$ cat config.mk
export PLATFORM = sky130hd
export DESIGN_NAME = irq_and_tick_controller
export DESIGN_NICKNAME = d
export VERILOG_FILES = /design/src/irq_pkg.sv /design/src/tick_gen.sv /design/src/irq_arbiter.sv /design/src/irq_and_tick_controller.sv
export VERILOG_INCLUDE_DIRS = /design/src /design/src/src
export SDC_FILE = /design/constraint.sdc
export NUM_CORES = 1
export LEC_CHECK = 0
export BUFFER_PORTS_ARGS = -buffer_cell sky130_fd_sc_hd__buf_4
export CAP_MARGIN = 20
export CELL_PAD_IN_SITES_DETAIL_PLACEMENT = 0
export CELL_PAD_IN_SITES_GLOBAL_PLACEMENT = 2
export CORE_MARGIN = 2
export CORE_UTILIZATION = 37
export CTS_BUF_LIST = sky130_fd_sc_hd__clkbuf_2 sky130_fd_sc_hd__clkbuf_4 sky130_fd_sc_hd__clkbuf_8
export DETAILED_ROUTE_END_ITERATION = 10
export PLACE_DENSITY_LB_ADDON = 0.05
export SYNTH_ARGS = -nofsm -noshare
export SYNTH_HDL_FRONTEND = slang
export SYNTH_SLANG_ARGS = --single-unit
$ cat constraint.sdc
create_clock -name clk_sys -period 3.4 [get_ports clk_sys]
set_clock_uncertainty 0.05 [all_clocks]
set_input_delay 0.68 -clock clk_sys [delete_from_list [all_inputs] [get_ports clk_sys]]
set_output_delay 0.68 -clock clk_sys [all_outputs]
set_load 0.02 [all_outputs]
$ cat src/irq_map.svh
// Constants for the interrupt and tick controller: register offsets,
// field positions, reset values and timing counts.
// Assumes inclusion by bare name from the design modules and the bench.
`ifndef IRQ_MAP_SVH
`define IRQ_MAP_SVH

// ----------------------------------------------------------------------
// Register offsets (8-bit address, 8-bit data)
// ----------------------------------------------------------------------
`define OFS_TICK_CONTROL 8'h00
`define OFS_IRQ_CONTROL 8'h01
`define OFS_COMBINED_SOURCE 8'h02
`define OFS_PRESCALER_CONFIG 8'h03

// ----------------------------------------------------------------------
// Field positions
// ----------------------------------------------------------------------
`define TICK_RUN_BIT 7
`define TICK_PERIOD_MSB 2
`define CHAIN_FLAG_BIT 6
`define COMBINED_FLAG_BIT 5
`define TICK_FLAG_BIT 4
`define CHAIN_EN_BIT 3
`define COMBINED_EN_BIT 2
`define TICK_EN_BIT 1
`define GLOBAL_EN_BIT 0
`define CMP_A_FLAG_BIT 5
`define CMP_P_FLAG_BIT 4
`define CMP_A_EN_BIT 1
`define CMP_P_EN_BIT 0
`define PSC_SEL_MSB 1

// ----------------------------------------------------------------------
// Reset values and timing
// ----------------------------------------------------------------------
`define REG_RESET 8'h00
`define READ_UNMAPPED 8'h00
`define TICK_BASE_EXP 8
`define TICK_CNT_W 15
`define PSC_DIV4_LAST 2'h3

`endif

$ cat src/irq_pkg.sv
// Types shared by the interrupt and tick controller modules.
// Assumes irq_map.svh sits on the include path.
package irq_pkg;

  // ----------------------------------------------------------------------
  // Event groups and core handshake
  // ----------------------------------------------------------------------
  typedef struct packed {
    logic rx_format_err;
    logic chain_reset;
    logic tx_empty;
    logic rx_full;
  } chain_events_t;

  typedef struct packed {
    logic cmp_p;
    logic cmp_a;
  } timer_events_t;

  typedef struct packed {
    logic irq_window;
    logic stack_full;
    logic ret_irq;
    logic ret_plain;
  } core_req_t;

  typedef enum logic [1:0] {
    VEC_CHAIN = 2'h0,
    VEC_COMBINED = 2'h1,
    VEC_TICK = 2'h2
  } vector_t;

endpackage

$ cat src/tick_gen.sv
// Tick generator: prescaler source selection and a programmable divider.
// Assumes sub_clk is an asynchronous pin; everything else is on clk_sys.
`timescale 1ns/10ps
`default_nettype none
`include "irq_map.svh"

module tick_gen
  import irq_pkg::*;
(
  input wire logic clk_sys,
  input wire logic rst,
  input wire logic run,
  input wire logic [2:0] period,
  input wire logic [1:0] src_sel,
  input wire logic sub_clk,
  output logic ovf_q
);

  logic [2:0] sub_sync_q;
  logic [2:0] sub_sync_d;
  logic [1:0] div4_q;
  logic [1:0] div4_d;
  logic [`TICK_CNT_W-1:0] cnt_q;
  logic [`TICK_CNT_W-1:0] cnt_d;
  logic ovf_d;
  logic psc_pulse;
  logic fast_cfg;
  logic [8:0] gap_q;
  logic [8:0] gap_d;

  // Last count of the interval: 2^(8+period) prescaler periods
  function automatic logic [`TICK_CNT_W-1:0] last_count(input logic [2:0] sel);
    logic [15:0] span;
    span = 16'h0001 << (`TICK_BASE_EXP + 32'(sel));
    return `TICK_CNT_W'(span - 16'h0001);
  endfunction

  // ----------------------------------------------------------------------
  // Prescaler
  // ----------------------------------------------------------------------
  always_comb
  begin
    sub_sync_d = {sub_sync_q[1:0], sub_clk};
    div4_d = div4_q + 2'h1;
    if (src_sel == 2'h0)
      psc_pulse = 1'b1;
    else if (src_sel == 2'h1)
      psc_pulse = (div4_q == `PSC_DIV4_LAST);
    else
      psc_pulse = sub_sync_q[1] & ~sub_sync_q[2];
  end

  // ----------------------------------------------------------------------
  // Divider
  // ----------------------------------------------------------------------
  always_comb
  begin
    cnt_d = cnt_q;
    ovf_d = 1'b0;
    if (!run)
      cnt_d = '0;
    else if (psc_pulse)
    begin
      if (cnt_q >= last_count(period))
      begin
        cnt_d = '0;
        ovf_d = 1'b1;
      end
      else
        cnt_d = cnt_q + `TICK_CNT_W'(1);
    end
    // Cycles since the last overflow at the fastest setting; all ones until the first overflow is seen
    fast_cfg = run && (src_sel == 2'h0) && (period == 3'h0);
    if (!fast_cfg)
      gap_d = 9'h1FF;
    else if (ovf_q)
      gap_d = 9'h000;
    else if (gap_q != 9'h1FF)
      gap_d = gap_q + 9'h001;
    else
      gap_d = gap_q;
  end

  always_ff @(posedge clk_sys)
  begin
    if (rst)
    begin
      sub_sync_q <= 3'h0;
      div4_q <= 2'h0;
      cnt_q <= '0;
      ovf_q <= 1'b0;
      gap_q <= 9'h1FF;
    end
    else
    begin
      sub_sync_q <= sub_sync_d;
      div4_q <= div4_d;
      cnt_q <= cnt_d;
      ovf_q <= ovf_d;
      gap_q <= gap_d;
    end
  end
endmodule
`default_nettype wire

$ cat src/irq_arbiter.sv
// Fixed-priority selection among the three vectored requests.
// Assumes requests are already gated by their enables; global enable and stack state gate the grant later.
`timescale 1ns/10ps
`default_nettype none
`include "irq_map.svh"

module irq_arbiter
  import irq_pkg::*;
(
  input wire logic [2:0] req,
  output logic grant,
  output vector_t grant_id
);

  // Chain link first, combined second, tick last
  function automatic vector_t pick(input logic [2:0] r);
    if (r[VEC_CHAIN])
      return VEC_CHAIN;
    else if (r[VEC_COMBINED])
      return VEC_COMBINED;
    else
      return VEC_TICK;
  endfunction

  always_comb
  begin
    grant = |req;
    grant_id = pick(req);
  end

endmodule
`default_nettype wire

$ cat src/irq_and_tick_controller.sv
// Interrupt request logic and tick generator for a small core.
// Assumes event inputs and core strobes are one-cycle pulses on clk_sys.
//
// Overview of operation
// - Tick generator runs only while tick_run_enable (bit 7) is 1.
// - Period code 000 gives 2^8 prescaler periods, doubling to 2^15.
// - Tick control bits 6 to 3 always read as zero.
// - Combined flag sets when either compare match flag becomes set.
// - Enabled combined request vectors if stack not full; clears flag and global.
// - Chain link flag sets on format error, reset, TX empty or RX full.
// - Chain link vectors with global and chain enable, stack not full.
// - Compare P and A matches set their own flags.
// - Timer vector needs global, source enable and combined enable.
// - Any flag rising 0 to 1 wakes the device, enables ignored.
// - A set flag holds until serviced or cleared by software.
// - Entry pushes only the program counter.
// - Return with re-enable pops and sets global; plain return pops only.
// - Prescaler source: system clock, divided by 4, or subsidiary clock.
// - Tick flag sets on overflow; vector needs global and tick enable.
// - Global enable low blocks vectoring while flags still record.
`timescale 1ns/10ps
`default_nettype none
`include "irq_map.svh"

module irq_and_tick_controller
  import irq_pkg::*;
(
  input wire logic clk_sys,
  input wire logic rst,
  input wire logic [7:0] addr,
  input wire logic [7:0] wr_data,
  input wire logic wr_en,
  input wire logic rd_en,
  output logic [7:0] rd_data_q,
  input wire chain_events_t chain_evt,
  input wire timer_events_t timer_evt,
  input wire core_req_t core_req,
  input wire logic sub_clk,
  output logic pc_push_q,
  output logic pc_pop_q,
  output vector_t vec_id_q,
  output logic wake_q
);

  // ----------------------------------------------------------------------
  // State
  // ----------------------------------------------------------------------
  logic tick_run_enable_q, tick_run_enable_d;
  logic [2:0] tick_period_select_q, tick_period_select_d;
  logic [1:0] prescaler_source_select_q, prescaler_source_select_d;
  logic global_irq_enable_q, global_irq_enable_d;
  logic tick_irq_enable_q, tick_irq_enable_d;
  logic combined_irq_enable_q, combined_irq_enable_d;
  logic chain_link_irq_enable_q, chain_link_irq_enable_d;
  logic cmp_p_match_enable_q, cmp_p_match_enable_d;
  logic cmp_a_match_enable_q, cmp_a_match_enable_d;
  logic tick_irq_flag_q, tick_irq_flag_d;
  logic combined_irq_flag_q, combined_irq_flag_d;
  logic chain_link_irq_flag_q, chain_link_irq_flag_d;
  logic cmp_p_match_flag_q, cmp_p_match_flag_d;
  logic cmp_a_match_flag_q, cmp_a_match_flag_d;
  logic [4:0] flags_prev_q;
  logic [4:0] flags_now;
  logic [7:0] rd_data_d;
  logic pc_push_d, pc_pop_d, wake_d;
  vector_t vec_id_d;

  logic tick_ovf;
  logic [2:0] req;
  logic grant;
  vector_t grant_id;
  logic take;
  logic wr_tick, wr_ctrl, wr_src, wr_psc;
  logic set_p, set_a;

  // ----------------------------------------------------------------------
  // Submodules
  // ----------------------------------------------------------------------
  tick_gen u_tick (
    .clk_sys(clk_sys),
    .rst(rst),
    .run(tick_run_enable_q),
    .period(tick_period_select_q),
    .src_sel(prescaler_source_select_q),
    .sub_clk(sub_clk),
    .ovf_q(tick_ovf)
  );

  irq_arbiter u_arb (
    .req(req),
    .grant(grant),
    .grant_id(grant_id)
  );

  // ----------------------------------------------------------------------
  // Request gating and decode
  // ----------------------------------------------------------------------
  always_comb
  begin
    wr_tick = 1'b0;
    wr_ctrl = 1'b0;
    wr_src = 1'b0;
    wr_psc = 1'b0;
    if (wr_en && addr == `OFS_TICK_CONTROL)
      wr_tick = 1'b1;
    else if (wr_en && addr == `OFS_IRQ_CONTROL)
      wr_ctrl = 1'b1;
    else if (wr_en && addr == `OFS_COMBINED_SOURCE)
      wr_src = 1'b1;
    else if (wr_en && addr == `OFS_PRESCALER_CONFIG)
      wr_psc = 1'b1;
    req[VEC_CHAIN] = chain_link_irq_flag_q & chain_link_irq_enable_q;
    req[VEC_COMBINED] = combined_irq_flag_q & combined_irq_enable_q
      & ((cmp_p_match_flag_q & cmp_p_match_enable_q) | (cmp_a_match_flag_q & cmp_a_match_enable_q));
    req[VEC_TICK] = tick_irq_flag_q & tick_irq_enable_q;
    // One take per entry: the flag and global clear land with the push pulse
    take = grant & global_irq_enable_q & core_req.irq_window
      & ~core_req.stack_full & ~pc_push_q;
    set_p = timer_evt.cmp_p;
    set_a = timer_evt.cmp_a;
  end

  // ----------------------------------------------------------------------
  // Registers, flags and core handshake
  // ----------------------------------------------------------------------
  always_comb
  begin
    tick_run_enable_d = wr_tick ? wr_data[`TICK_RUN_BIT] : tick_run_enable_q;
    tick_period_select_d = wr_tick ? wr_data[`TICK_PERIOD_MSB:0] : tick_period_select_q;
    prescaler_source_select_d = wr_psc ? wr_data[`PSC_SEL_MSB:0] : prescaler_source_select_q;
    tick_irq_enable_d = wr_ctrl ? wr_data[`TICK_EN_BIT] : tick_irq_enable_q;
    combined_irq_enable_d = wr_ctrl ? wr_data[`COMBINED_EN_BIT] : combined_irq_enable_q;
    chain_link_irq_enable_d = wr_ctrl ? wr_data[`CHAIN_EN_BIT] : chain_link_irq_enable_q;
    cmp_p_match_enable_d = wr_src ? wr_data[`CMP_P_EN_BIT] : cmp_p_match_enable_q;
    cmp_a_match_enable_d = wr_src ? wr_data[`CMP_A_EN_BIT] : cmp_a_match_enable_q;
    global_irq_enable_d = wr_ctrl ? wr_data[`GLOBAL_EN_BIT] : global_irq_enable_q;
    if (core_req.ret_irq)
      global_irq_enable_d = 1'b1;
    if (take)
      global_irq_enable_d = 1'b0;

    // Flags hold until software or servicing clears them; a new event wins
    tick_irq_flag_d = wr_ctrl ? wr_data[`TICK_FLAG_BIT] : tick_irq_flag_q;
    combined_irq_flag_d = wr_ctrl ? wr_data[`COMBINED_FLAG_BIT] : combined_irq_flag_q;
    chain_link_irq_flag_d = wr_ctrl ? wr_data[`CHAIN_FLAG_BIT] : chain_link_irq_flag_q;
    cmp_p_match_flag_d = wr_src ? wr_data[`CMP_P_FLAG_BIT] : cmp_p_match_flag_q;
    cmp_a_match_flag_d = wr_src ? wr_data[`CMP_A_FLAG_BIT] : cmp_a_match_flag_q;
    if (take && grant_id == VEC_TICK)
      tick_irq_flag_d = 1'b0;
    if (take && grant_id == VEC_COMBINED)
      combined_irq_flag_d = 1'b0;
    if (take && grant_id == VEC_CHAIN)
      chain_link_irq_flag_d = 1'b0;
    if (tick_ovf)
      tick_irq_flag_d = 1'b1;
    if (|chain_evt)
      chain_link_irq_flag_d = 1'b1;
    if (set_p)
      cmp_p_match_flag_d = 1'b1;
    if (set_a)
      cmp_a_match_flag_d = 1'b1;
    if ((set_p && !cmp_p_match_flag_q) || (set_a && !cmp_a_match_flag_q))
      combined_irq_flag_d = 1'b1;

    flags_now = {chain_link_irq_flag_q, combined_irq_flag_q, tick_irq_flag_q,
      cmp_p_match_flag_q, cmp_a_match_flag_q};
    wake_d = |(flags_now & ~flags_prev_q);

    // Entry asks the core to push the program counter and nothing else
    pc_push_d = take;
    vec_id_d = take ? grant_id : vec_id_q;
    pc_pop_d = core_req.ret_irq | core_req.ret_plain;

    rd_data_d = `READ_UNMAPPED;
    if (rd_en && addr == `OFS_TICK_CONTROL)
      rd_data_d = {tick_run_enable_q, 4'h0, tick_period_select_q};
    else if (rd_en && addr == `OFS_IRQ_CONTROL)
      rd_data_d = {1'b0, chain_link_irq_flag_q, combined_irq_flag_q, tick_irq_flag_q,
        chain_link_irq_enable_q, combined_irq_enable_q, tick_irq_enable_q, global_irq_enable_q};
    else if (rd_en && addr == `OFS_COMBINED_SOURCE)
      rd_data_d = {2'h0, cmp_a_match_flag_q, cmp_p_match_flag_q, 2'h0,
        cmp_a_match_enable_q, cmp_p_match_enable_q};
    else if (rd_en && addr == `OFS_PRESCALER_CONFIG)
      rd_data_d = {6'h00, prescaler_source_select_q};
  end

  always_ff @(posedge clk_sys)
  begin
    if (rst)
    begin
      // Flags clear too, so reset itself raises no wake-up
      tick_run_enable_q <= 1'b0;
      tick_period_select_q <= 3'h0;
      prescaler_source_select_q <= 2'h0;
      global_irq_enable_q <= 1'b0;
      tick_irq_enable_q <= 1'b0;
      combined_irq_enable_q <= 1'b0;
      chain_link_irq_enable_q <= 1'b0;
      cmp_p_match_enable_q <= 1'b0;
      cmp_a_match_enable_q <= 1'b0;
      tick_irq_flag_q <= 1'b0;
      combined_irq_flag_q <= 1'b0;
      chain_link_irq_flag_q <= 1'b0;
      cmp_p_match_flag_q <= 1'b0;
      cmp_a_match_flag_q <= 1'b0;
      flags_prev_q <= 5'h00;
      rd_data_q <= `REG_RESET;
      pc_push_q <= 1'b0;
      pc_pop_q <= 1'b0;
      vec_id_q <= VEC_CHAIN;
      wake_q <= 1'b0;
    end
    else
    begin
      tick_run_enable_q <= tick_run_enable_d;
      tick_period_select_q <= tick_period_select_d;
      prescaler_source_select_q <= prescaler_source_select_d;
      global_irq_enable_q <= global_irq_enable_d;
      tick_irq_enable_q <= tick_irq_enable_d;
      combined_irq_enable_q <= combined_irq_enable_d;
      chain_link_irq_enable_q <= chain_link_irq_enable_d;
      cmp_p_match_enable_q <= cmp_p_match_enable_d;
      cmp_a_match_enable_q <= cmp_a_match_enable_d;
      tick_irq_flag_q <= tick_irq_flag_d;
      combined_irq_flag_q <= combined_irq_flag_d;
      chain_link_irq_flag_q <= chain_link_irq_flag_d;
      cmp_p_match_flag_q <= cmp_p_match_flag_d;
      cmp_a_match_flag_q <= cmp_a_match_flag_d;
      flags_prev_q <= flags_now;
      rd_data_q <= rd_data_d;
      pc_push_q <= pc_push_d;
      pc_pop_q <= pc_pop_d;
      vec_id_q <= vec_id_d;
      wake_q <= wake_d;
    end
  end
endmodule
`default_nettype wire

==> results of run 1 <==
-- final cells by class --
class | instances | area [um^2] | area share, %
Clock buffer | 5 | 68.8 | 2.32
Inverter | 8 | 30.0 | 1.01
Timing Repair Buffer | 44 | 330 | 11.1
Multi-Input combinational cell | 208 | 1270 | 43.0
Tap cell | 77 | 96.3 | 3.25
Clock inverter | 3 | 42.5 | 1.44
Sequential cell | 56 | 1120 | 37.8
-- worst max-delay path by stage --
stage | from | to | slack, ns | depth (start not counted)
2_1_floorplan | tick_period_select_q[2] | u_tick.cnt_q[2] | 1.41 | 8
3_3_place_gp | addr[3] | cmp_a_match_flag_q | 1.01 | 6
3_5_place_dp | addr[3] | cmp_a_match_flag_q | 0.97 | 6
4_1_cts | tick_period_select_q[2] | u_tick.cnt_q[12] | 1.07 | 7
5_1_grt | tick_period_select_q[2] | u_tick.cnt_q[13] | 0.86 | 7
6_report | tick_period_select_q[2] | u_tick.cnt_q[12] | 1.09 | 7
-- logic make-up (layout without fill, tap and decap cells) --
kind of cell | after synthesis | count (layout) | synth area share (%)
AO/OA/AOI/OAI | 46 | 46 | 12.2
XOR/XNOR | 10 | 10 | 3.54
adder cells (fa/ha/maj) | 9 | 9 | 4.55
buffers and inverters | 19 | 60 | 3.14
flip-flops | 56 | 56 | 45.3
multiplexers | 10 | 10 | 4.15
AND/OR/NAND/NOR | 133 | 133 | 27.1
-- state kept, by name, summed over array words and instances, names as in the netlist, 2 cells and up --
name                       flops
flags_prev_q                   5
prescaler_source_select_q      2
rd_data_q                      8
tick_period_select_q           3
u_tick.cnt_q                  15
u_tick.div4_q                  2
u_tick.sub_sync_q              3
vec_id_q                       2
-- metal layers --
metal | global-route usage [%] | up-vias | wire (um)
met3 | 4.43 | 7 | 232
met5 | 0 | - | 0
met4 | 4.76 | 0 | 64
met1 | 24.4 | 945 | 3110
met2 | 24.0 | 38 | 2290
li1 | - | 1071 | -
-- through the flow --
stage          util (%)  cells
2_1_floorplan         -    283
3_3_place_gp       44.4    393
3_5_place_dp       44.4    393
4_1_cts            46.2    401
5_1_grt            46.2    401
6_report           46.2    401
-- power breakdown --
part           switching (uW)  internal (uW)  total [uW]
Sequential               8.87            668         677
Clock                     232            218         450
Combinational            34.1           40.9        75.0
Total                     275            928        1200
-- cells in the final DEF, fill, tap and decap left out, types with 4 or more instances in the layout --
cell type | Yosys | final
a21oi_1 | 23 | 23
and3_1 | 8 | 8
buf_4 | 1 | 44
clkbuf_8 | 0 | 5
dfxtp_1 | 56 | 56
ha_1 | 9 | 9
inv_1 | 8 | 8
mux2i_1 | 8 | 8
nand2_1 | 31 | 31
nand2b_1 | 5 | 5
nand3_1 | 19 | 19
nand4_1 | 4 | 4
nor2_1 | 34 | 34
nor2b_1 | 11 | 11
nor3_1 | 8 | 8
xnor2_1 | 4 | 4
xor2_1 | 6 | 6
==> flow_summary.json, run 1 <==
{
  "grt_pass1_vias": 1942,
  "cts_tree": "done",
  "max-cap-violations": 0,
  "finalHoldViolCount": 0,
  "fin_ws_ns": 1.09,
  "grt_usage_pct": 16.7,
  "cp.buffers_inverters": 0,
  "yosysWarnings": 0,
  "clock-sinks": 56,
  "tightest_slew_ns": 0.642,
  "min_path_type": "register to register",
  "coreArea_um2": 6420,
  "netlist_area_um2": 2470,
  "finalSetupTns_ns": 0,
  "syn-num-nets": 323,
  "wl_mm": 5.70,
  "die_h_um": 85.8,
  "die_area_um2": 7360,
  "rows": 29,
  "root_buffer": "clkbuf_8",
  "syn2layout_area_growth_pct": 19.8,
  "post_drt_wl_per_cell_um": 14.2,
  "first_iter_violations": 81,
  "grt_max_degree": 35,
  "synthTopCellsByCount": "dfxtp_1, nor2_1, nand2_1",
  "io_buffer_count": 43,
  "netlist_instances": 283,
  "antenna_found_initial": 0,
  "crit_path_end_kind": "register",
  "antenna_left": 0,
  "placed_cell_area_um2": 2850,
  "status": "finished, final reports clean",
  "r2r_slack_ns": 1.09,
  "vias": 2061,
  "worstSetupPathType": "register to register",
  "slew_violations": 0,
  "first_pass_iters": 7,
  "r2r-start": "tick_period_select_q[2]",
  "hp-start": "u_tick.div4_q[0]",
  "synth-main-ff-cell": "dfxtp_1",
  "die_w_um": 85.8,
  "worst_r2r_path_depth": 7,
  "setup_viol": 0,
  "grt_pass1_wl_mm": 9.73,
  "grt-ovfl-total": 0,
  "dp_hpwl_mm": 4.06,
  "cts-htree-levels": 2,
  "post-place-ws_ns": 0.972,
  "arrival_ns": 2.52,
  "maxSlewHeadroom_pct": 56.9,
  "nNetsFinal": 363,
  "cts_resized": 0,
  "start_util_pct": 38.5,
  "rsz0062_at_grt": "no",
  "clock_path_buffers": 2,
  "cp_cell_sequence": "o21ai_0 > ha_1 > a211oi_1 > o21bai_1 > a211oi_4 > o21bai_2 > nor2_1",
  "cts.reportedPaths.clkPinSlew_ns": 0.10,
  "ys_seq_area_share_pct": 45.3,
  "holdPathStages": 1,
  "synth_top_area_share_pct": 45.3,
  "p_leak_uw": 0.00122,
  "cts_setup_buffers": 0,
  "synth_area_leaders": "dfxtp_1, nor2_1, nand2_1, a21oi_1, ha_1",
  "synth_edf_count": 0,
  "numCtsBuffers": 5,
  "fin_crit_sh_pct": 67.8,
  "yosysMostFrequentCell": "dfxtp_1",
  "min_to": "u_tick.div4_q[0]",
  "fmax_mhz": 434,
  "irDropWorstVdd_mv": 0.189,
  "rr_endpoint": "u_tick.cnt_q[12]",
  "async_flop_share_pct": 0,
  "postCtsHoldBufs": 0,
  "syn-mean-instance-area_um2": 8.74,
  "finalCriticalPeriod_ns": 2.31,
  "clock_latency_ns": 0.32,
  "hold-worst-slack_ns": 0.392,
  "n_antenna_cell": 0,
  "path_max_fanout": 10,
  "total_power_uw": 1200,
  "yosys.area.top_type": "dfxtp_1",
  "crit_slowest_cell": "dfxtp_1",
  "fill_cells": 652,
  "ys_seq_elements": 56,
  "crit_family": "compound AO/OA/AOI/OAI gates",
  "place_congestion": 0.754,
  "via_per_inst": 5.14,
  "drc": 0,
  "yosysUniqueCellTypes": 44,
  "drive_gt1_share_pct": 18.5,
  "fin_area_um2": 2960,
  "critPathMaxStageDelay_ns": 0.52,
  "startpoint_type": "register",
  "power_density_nw_per_um2": 406,
  "required_ns": 3.61,
  "ios": 44
}
Note: power is estimated with default switching activity, not from simulation.
==> run 2: changes to the inputs <==
--- a/config.mk
+++ b/config.mk
@@ -11,7 +11,7 @@
 export CELL_PAD_IN_SITES_DETAIL_PLACEMENT = 0
 export CELL_PAD_IN_SITES_GLOBAL_PLACEMENT = 2
 export CORE_MARGIN = 2
-export CORE_UTILIZATION = 37
+export CORE_UTILIZATION = 34
 export CTS_BUF_LIST = sky130_fd_sc_hd__clkbuf_2 sky130_fd_sc_hd__clkbuf_4 sky130_fd_sc_hd__clkbuf_8
 export DETAILED_ROUTE_END_ITERATION = 10
 export PLACE_DENSITY_LB_ADDON = 0.05
==> constraint.sdc (replaced) <==
create_clock -name clk_sys -period 2.2 [get_ports clk_sys]
set_clock_uncertainty 0.05 [all_clocks]
set_input_delay 0.44 -clock clk_sys [delete_from_list [all_inputs] [get_ports clk_sys]]
set_output_delay 0.44 -clock clk_sys [all_outputs]
set_load 0.02 [all_outputs]
==> run 2 against run 1 <==
Against the previous run: sequential power rose by 55%; non-clock buffer count rose by 6; final area rose by 2.1%; count of clock-buffer cells in the layout rose by 3; fmax rose by 13%; critical path depth rose by 1; clock power rose by 34%; via count fell by 0.49%; sequential cell count did not move; largest power group unchanged; highest routed layer unchanged.
==> flow_summary.json, run 2 (same netlist as run 1, synthesis figures left out) <==
{
  "status": "finished, final reports clean",
  "rsz0062_at_grt": "no",
  "io_buffer_count": 43,
  "grt-ovfl-total": 0,
  "worst_r2r_path_depth": 8,
  "cts-htree-levels": 2,
  "worstSetupPathType": "register to register",
  "die_area_um2": 7970,
  "holdPathStages": 2,
  "ios": 44,
  "grt_pass1_vias": 1882,
  "dp_hpwl_mm": 4.36,
  "postCtsHoldBufs": 0,
  "wl_mm": 5.83,
  "min_path_type": "input port to register",
  "hold-worst-slack_ns": 0.303,
  "power_density_nw_per_um2": 583,
  "fin_ws_ns": 0.152,
  "maxSlewHeadroom_pct": 66.0,
  "coreArea_um2": 7140,
  "finalCriticalPeriod_ns": 2.05,
  "via_per_inst": 4.78,
  "regArea_um2": 1120,
  "crit_family": "compound AO/OA/AOI/OAI gates",
  "largest_reg_flops": 15,
  "crit_slowest_cell": "dfxtp_2",
  "numCtsBuffers": 5,
  "antenna_found_initial": 0,
  "finalSetupTns_ns": 0,
  "p_leak_uw": 0.00125,
  "cts_tree": "done",
  "finalHoldViolCount": 0,
  "die_w_um": 89.3,
  "tightest_slew_ns": 0.497,
  "max-cap-violations": 0,
  "start_util_pct": 34.7,
  "final_cell_mix": "dfxtp_1, buf_4, nor2_1",
  "first_iter_violations": 71,
  "critPathMaxStageDelay_ns": 0.42,
  "clock-sinks": 56,
  "path_max_fanout": 9,
  "fmax_mhz": 488,
  "fin_crit_sh_pct": 93.1,
  "rows": 31,
  "drc": 0,
  "root_buffer": "clkbuf_8",
  "setup_viol": 0,
  "grt_usage_pct": 15.4,
  "antenna_left": 0,
  "cts.reportedPaths.clkPinSlew_ns": 0.10,
  "crit_path_end_kind": "register",
  "vias": 2051,
  "cp_cell_sequence": "o21ai_1 > ha_1 > a211oi_1 > o21bai_1 > a211oi_4 > buf_4 > nand4b_1 > a31oi_1",
  "die_h_um": 89.3,
  "place_congestion": 0.771,
  "n_antenna_cell": 0,
  "fill_cells": 768,
  "nNetsFinal": 369,
  "clock_latency_ns": 0.30,
  "regMostFlops": "u_tick.cnt_q",
  "irDropWorstVdd_mv": 0.255,
  "post-place-ws_ns": 0.0768,
  "first_pass_iters": 4,
  "top_regs": "u_tick.cnt_q: 15 flops, rd_data_q: 8 flops, flags_prev_q: 5 flops",
  "cp.buffers_inverters": 1,
  "slew_violations": 0,
  "multi_input_area_um2": 1270,
  "final_common_cell": "dfxtp_1",
  "post_drt_wl_per_cell_um": 13.6,
  "grt_pass1_wl_mm": 9.43,
  "cts_setup_buffers": 0,
  "worstSetupPathDepth": 8,
  "startpoint_type": "register",
  "required_ns": 2.37,
  "clock_path_buffers": 2,
  "arrival_ns": 2.22,
  "syn2layout_area_growth_pct": 22.4,
  "postLayoutCoreUtil_pct": 42.4,
  "grt_max_degree": 28,
  "drive_gt1_share_pct": 20.9
}
==> run 2: cell count changes in the layout (fill, tap and decap cells not counted) <==
cell        delta
dfxtp_1        -3
o21ai_1        +1
dfxtp_2        +3
clkbuf_4       +2
clkinvlp_4     -1
bufinv_16      -1
buf_4          +6
o21ai_0        -1
clkinv_2       -1
clkbuf_8       +1
==> run 2: what timing repair did <==
action / in CTS / in global routing
setup endpoints to repair: 0 / 14
gates resized for setup: 0 / 4
hold endpoints to repair: 0 / 0
==> run 2: power by group <==
group          internal, uW  switching, uW
registers              1030           14.4
clock network           283            318
logic                  64.3           53.0
total                  1380            386
==> run 2: worst paths after layout <==
check | from | end | slack, ns
worst min register to register | u_tick.div4_q[0] | u_tick.div4_q[0] | 0.37
worst max-delay path | tick_period_select_q[2] | u_tick.cnt_q[2] | 0.15
worst max register to register | tick_period_select_q[2] | u_tick.cnt_q[2] | 0.15
worst min-delay path | sub_clk | u_tick.sub_sync_q[0] | 0.30
==> run 2: area by class of cell <==
type,instances,area share [%]
multi-input combinational,208,42.1
sequential,56,37.2
timing repair buffer,50,12.4
tap,99,4.09
clock buffer,8,3.22
inverter,8,0.992
==> run 2: through the flow <==
| step | cells | power [uW] | cell area (um^2) |
|---|---|---|---|
| 3_3_place_gp | 421 | 1190 | 2930 |
| 3_5_place_dp | 421 | 1190 | 2930 |
| 5_1_grt | 429 | 1850 | 3030 |
| 4_1_cts | 429 | 1800 | 3020 |
| 6_report | 429 | 1770 | 3030 |
| 2_1_floorplan | 283 | 1120 | 2470 |
==> run 2: layer usage <==
| layer | track usage, % | vias to the layer above | part of all wire (%) |
|---|---|---|---|
| li1 | - | 1075 | - |
| met3 | 3.69 | 2 | 5.4 |
| met2 | 21.5 | 43 | 41 |
| met1 | 23.5 | 931 | 53 |
| met5 | 0 | - | 0 |
| met4 | 4.48 | 0 | 0.82 |
==> run 3: changes to the inputs <==
--- a/config.mk
+++ b/config.mk
@@ -14,6 +14,7 @@
 export CORE_UTILIZATION = 34
 export CTS_BUF_LIST = sky130_fd_sc_hd__clkbuf_2 sky130_fd_sc_hd__clkbuf_4 sky130_fd_sc_hd__clkbuf_8
 export DETAILED_ROUTE_END_ITERATION = 10
+export GPL_TIMING_DRIVEN = 0
 export PLACE_DENSITY_LB_ADDON = 0.05
 export SYNTH_ARGS = -nofsm -noshare
 export SYNTH_HDL_FRONTEND = slang
==> run 3 against run 2 <==
Against the previous run: register-to-register slack better by 0.07 ns; sequential cell count stayed put; setup slack better by 0.071 ns; fmax is 3.6% higher; final cell count is 0.23% higher; critical path depth stayed put; sequential share of layout area is 0.13 points higher; die area stayed put; first-iteration DRC count is 2.8% lower; count of clock-buffer cells in the layout is 1 lower; critical path type unchanged; critical endpoint is now u_tick.cnt_q[3]; largest power group unchanged.
==> flow_summary.json, run 3 (same netlist as run 1, synthesis figures left out) <==
{
  "r2r-start": "tick_period_select_q[1]",
  "power_density_nw_per_um2": 587,
  "start_util_pct": 34.7,
  "cts.reportedPaths.clkPinSlew_ns": 0.10,
  "combPwrFrac_pct": 6.6,
  "cp.buffers_inverters": 1,
  "finalCriticalPeriod_ns": 1.98,
  "cp_cell_sequence": "o21ai_1 > ha_1 > a211oi_1 > o21bai_1 > a211oi_4 > buf_4 > nand3_1 > a31oi_1",
  "cts-htree-levels": 2,
  "worst_r2r_path_depth": 8,
  "first_iter_violations": 69,
  "grt_pass1_wl_mm": 9.33,
  "final_cell_mix": "dfxtp_1, buf_4, nor2_1",
  "setup_viol": 0,
  "antenna_left": 0,
  "grt_usage_pct": 15.5,
  "fmax_mhz": 506,
  "first_pass_iters": 4,
  "final_common_cell": "dfxtp_1",
  "startpoint_type": "register",
  "vias": 2100,
  "post_drt_wl_per_cell_um": 13.8,
  "nNetsFinal": 371,
  "p_clk_share_pct": 34.6,
  "rsz0062_at_grt": "no",
  "fin_crit_sh_pct": 89.9,
  "place_congestion": 0.733,
  "rr_endpoint": "u_tick.cnt_q[3]",
  "arrival_ns": 2.16,
  "worstSetupPathDepth": 8,
  "crit_family": "compound AO/OA/AOI/OAI gates",
  "coreArea_um2": 7140,
  "path_max_fanout": 8,
  "rows": 31,
  "ios": 44,
  "final_cells": 430,
  "grt_max_degree": 16,
  "top_regs": "u_tick.cnt_q: 15 flops, rd_data_q: 8 flops, flags_prev_q: 5 flops",
  "maxSlewHeadroom_pct": 57.4,
  "switching_power_uw": 400,
  "irDropWorstVdd_mv": 0.218,
  "slew_violations": 0,
  "max-cap-violations": 0,
  "worstSetupPathType": "register to register",
  "min_path_type": "input port to register",
  "syn2layout_area_growth_pct": 22.2,
  "drc": 0,
  "wl_mm": 5.94,
  "regMostFlops": "u_tick.cnt_q",
  "io_buffer_count": 41,
  "n_antenna_cell": 0,
  "grt_pass1_vias": 1819,
  "dp_cells": 423,
  "tightest_slew_ns": 0.635,
  "required_ns": 2.38,
  "status": "finished, final reports clean",
  "endpoint": "u_tick.cnt_q[3]",
  "dp_hpwl_mm": 4.43,
  "root_buffer": "clkbuf_8",
  "drive_gt1_share_pct": 19.3,
  "critPathMaxStageDelay_ns": 0.41,
  "via_per_inst": 4.88,
  "grt-ovfl-total": 0,
  "cts_tree": "done",
  "r2r_slack_ns": 0.22,
  "p_seq_share_pct": 58.9,
  "crit_slowest_cell": "dfxtp_2",
  "finalHoldViolCount": 0,
  "die_h_um": 89.3,
  "crit_start": "tick_period_select_q[1]",
  "power.internal_uw": 1380,
  "largest_reg_flops": 15,
  "antenna_found_initial": 0,
  "p_sw_share_pct": 22.5,
  "hold-worst-slack_ns": 0.288,
  "numCtsBuffers": 5,
  "clock_path_buffers": 2,
  "clock_latency_ns": 0.31,
  "crit_path_end_kind": "register",
  "p_leak_uw": 0.00124,
  "hp-start": "core_req[0]",
  "die_w_um": 89.3,
  "die_area_um2": 7970,
  "clock-sinks": 56
}
## run 3: cell count changes in the layout (fill, tap and decap cells not counted)
cell / change
buf_2: +2
buf_4: -6
clkbuf_1: +6
clkbuf_4: -2
clkbuf_8: +1
dfxtp_2: -1
dfxtp_4: +1
o21bai_2: -1
o21bai_4: +1
## run 3: worst min-delay path by stage
stage,endpoint,slack [ns],depth (start not counted)
global route,pc_pop_q,0.29,3
finish,pc_pop_q,0.29,3
floorplan,u_tick.div4_q[0],0.35,1
global placement,u_tick.div4_q[0],0.36,1
CTS,pc_pop_q,0.28,3
detailed placement,u_tick.div4_q[0],0.36,1
## run 3: cell type report
| cell class | count | area [um^2] |
|---|---|---|
| fill | 774 | 4110 |
| multi-input combinational | 208 | 1280 |
| sequential | 56 | 1130 |
| timing repair buffer | 43 | 323 |
| tap | 99 | 124 |
| clock buffer | 7 | 96.3 |
| buffer | 9 | 40.0 |
| inverter | 8 | 30.0 |
## run 3: per-stage QoR
step | TNS [ns] | utilization (%) | setup WS [ns] | area [um^2] | power, uW
finish | 0 | 42.4 | 0.223 | 3020 | 1780
detailed placement | -3.18 | 40.7 | -0.265 | 2910 | 1190
global route | 0 | 42.4 | 0.0157 | 3020 | 1860
CTS | 0 | 42.1 | 0.0224 | 3000 | 1800
floorplan | 0 | - | 0.210 | 2470 | 1120
global placement | -2.58 | 40.7 | -0.208 | 2910 | 1190
## run 3: repair_timing
action                                  CTS  global route
gates resized for setup                   2             4
buffers inserted                          1             1
pin swaps                                 1             1
endpoints found under the setup margin   16            16
hold buffers                              0             0
## run 3: worst min-delay path, stage by stage
cell and delay, ns:
buf_4 0.08, nor2_1 0.03, nor2_1 0.06
## run 3: layer usage
| layer | up-vias | track usage, % | routed length [um] |
|---|---|---|---|
| li1 | 1090 | - | - |
| met1 | 952 | 24.0 | 3150 |
| met2 | 52 | 21.7 | 2450 |
| met3 | 6 | 2.95 | 277 |
| met4 | 0 | 4.48 | 65 |
| met5 | - | 0 | 0 |
## run 3: power groups by stage
stage               logic [uW]  registers, uW  clock network, uW
floorplan                 52.5           1070                  0
global placement           118           1070                  0
detailed placement         119           1070                  0
CTS                        119           1050                638
global route               130           1050                677
finish                     117           1050                614
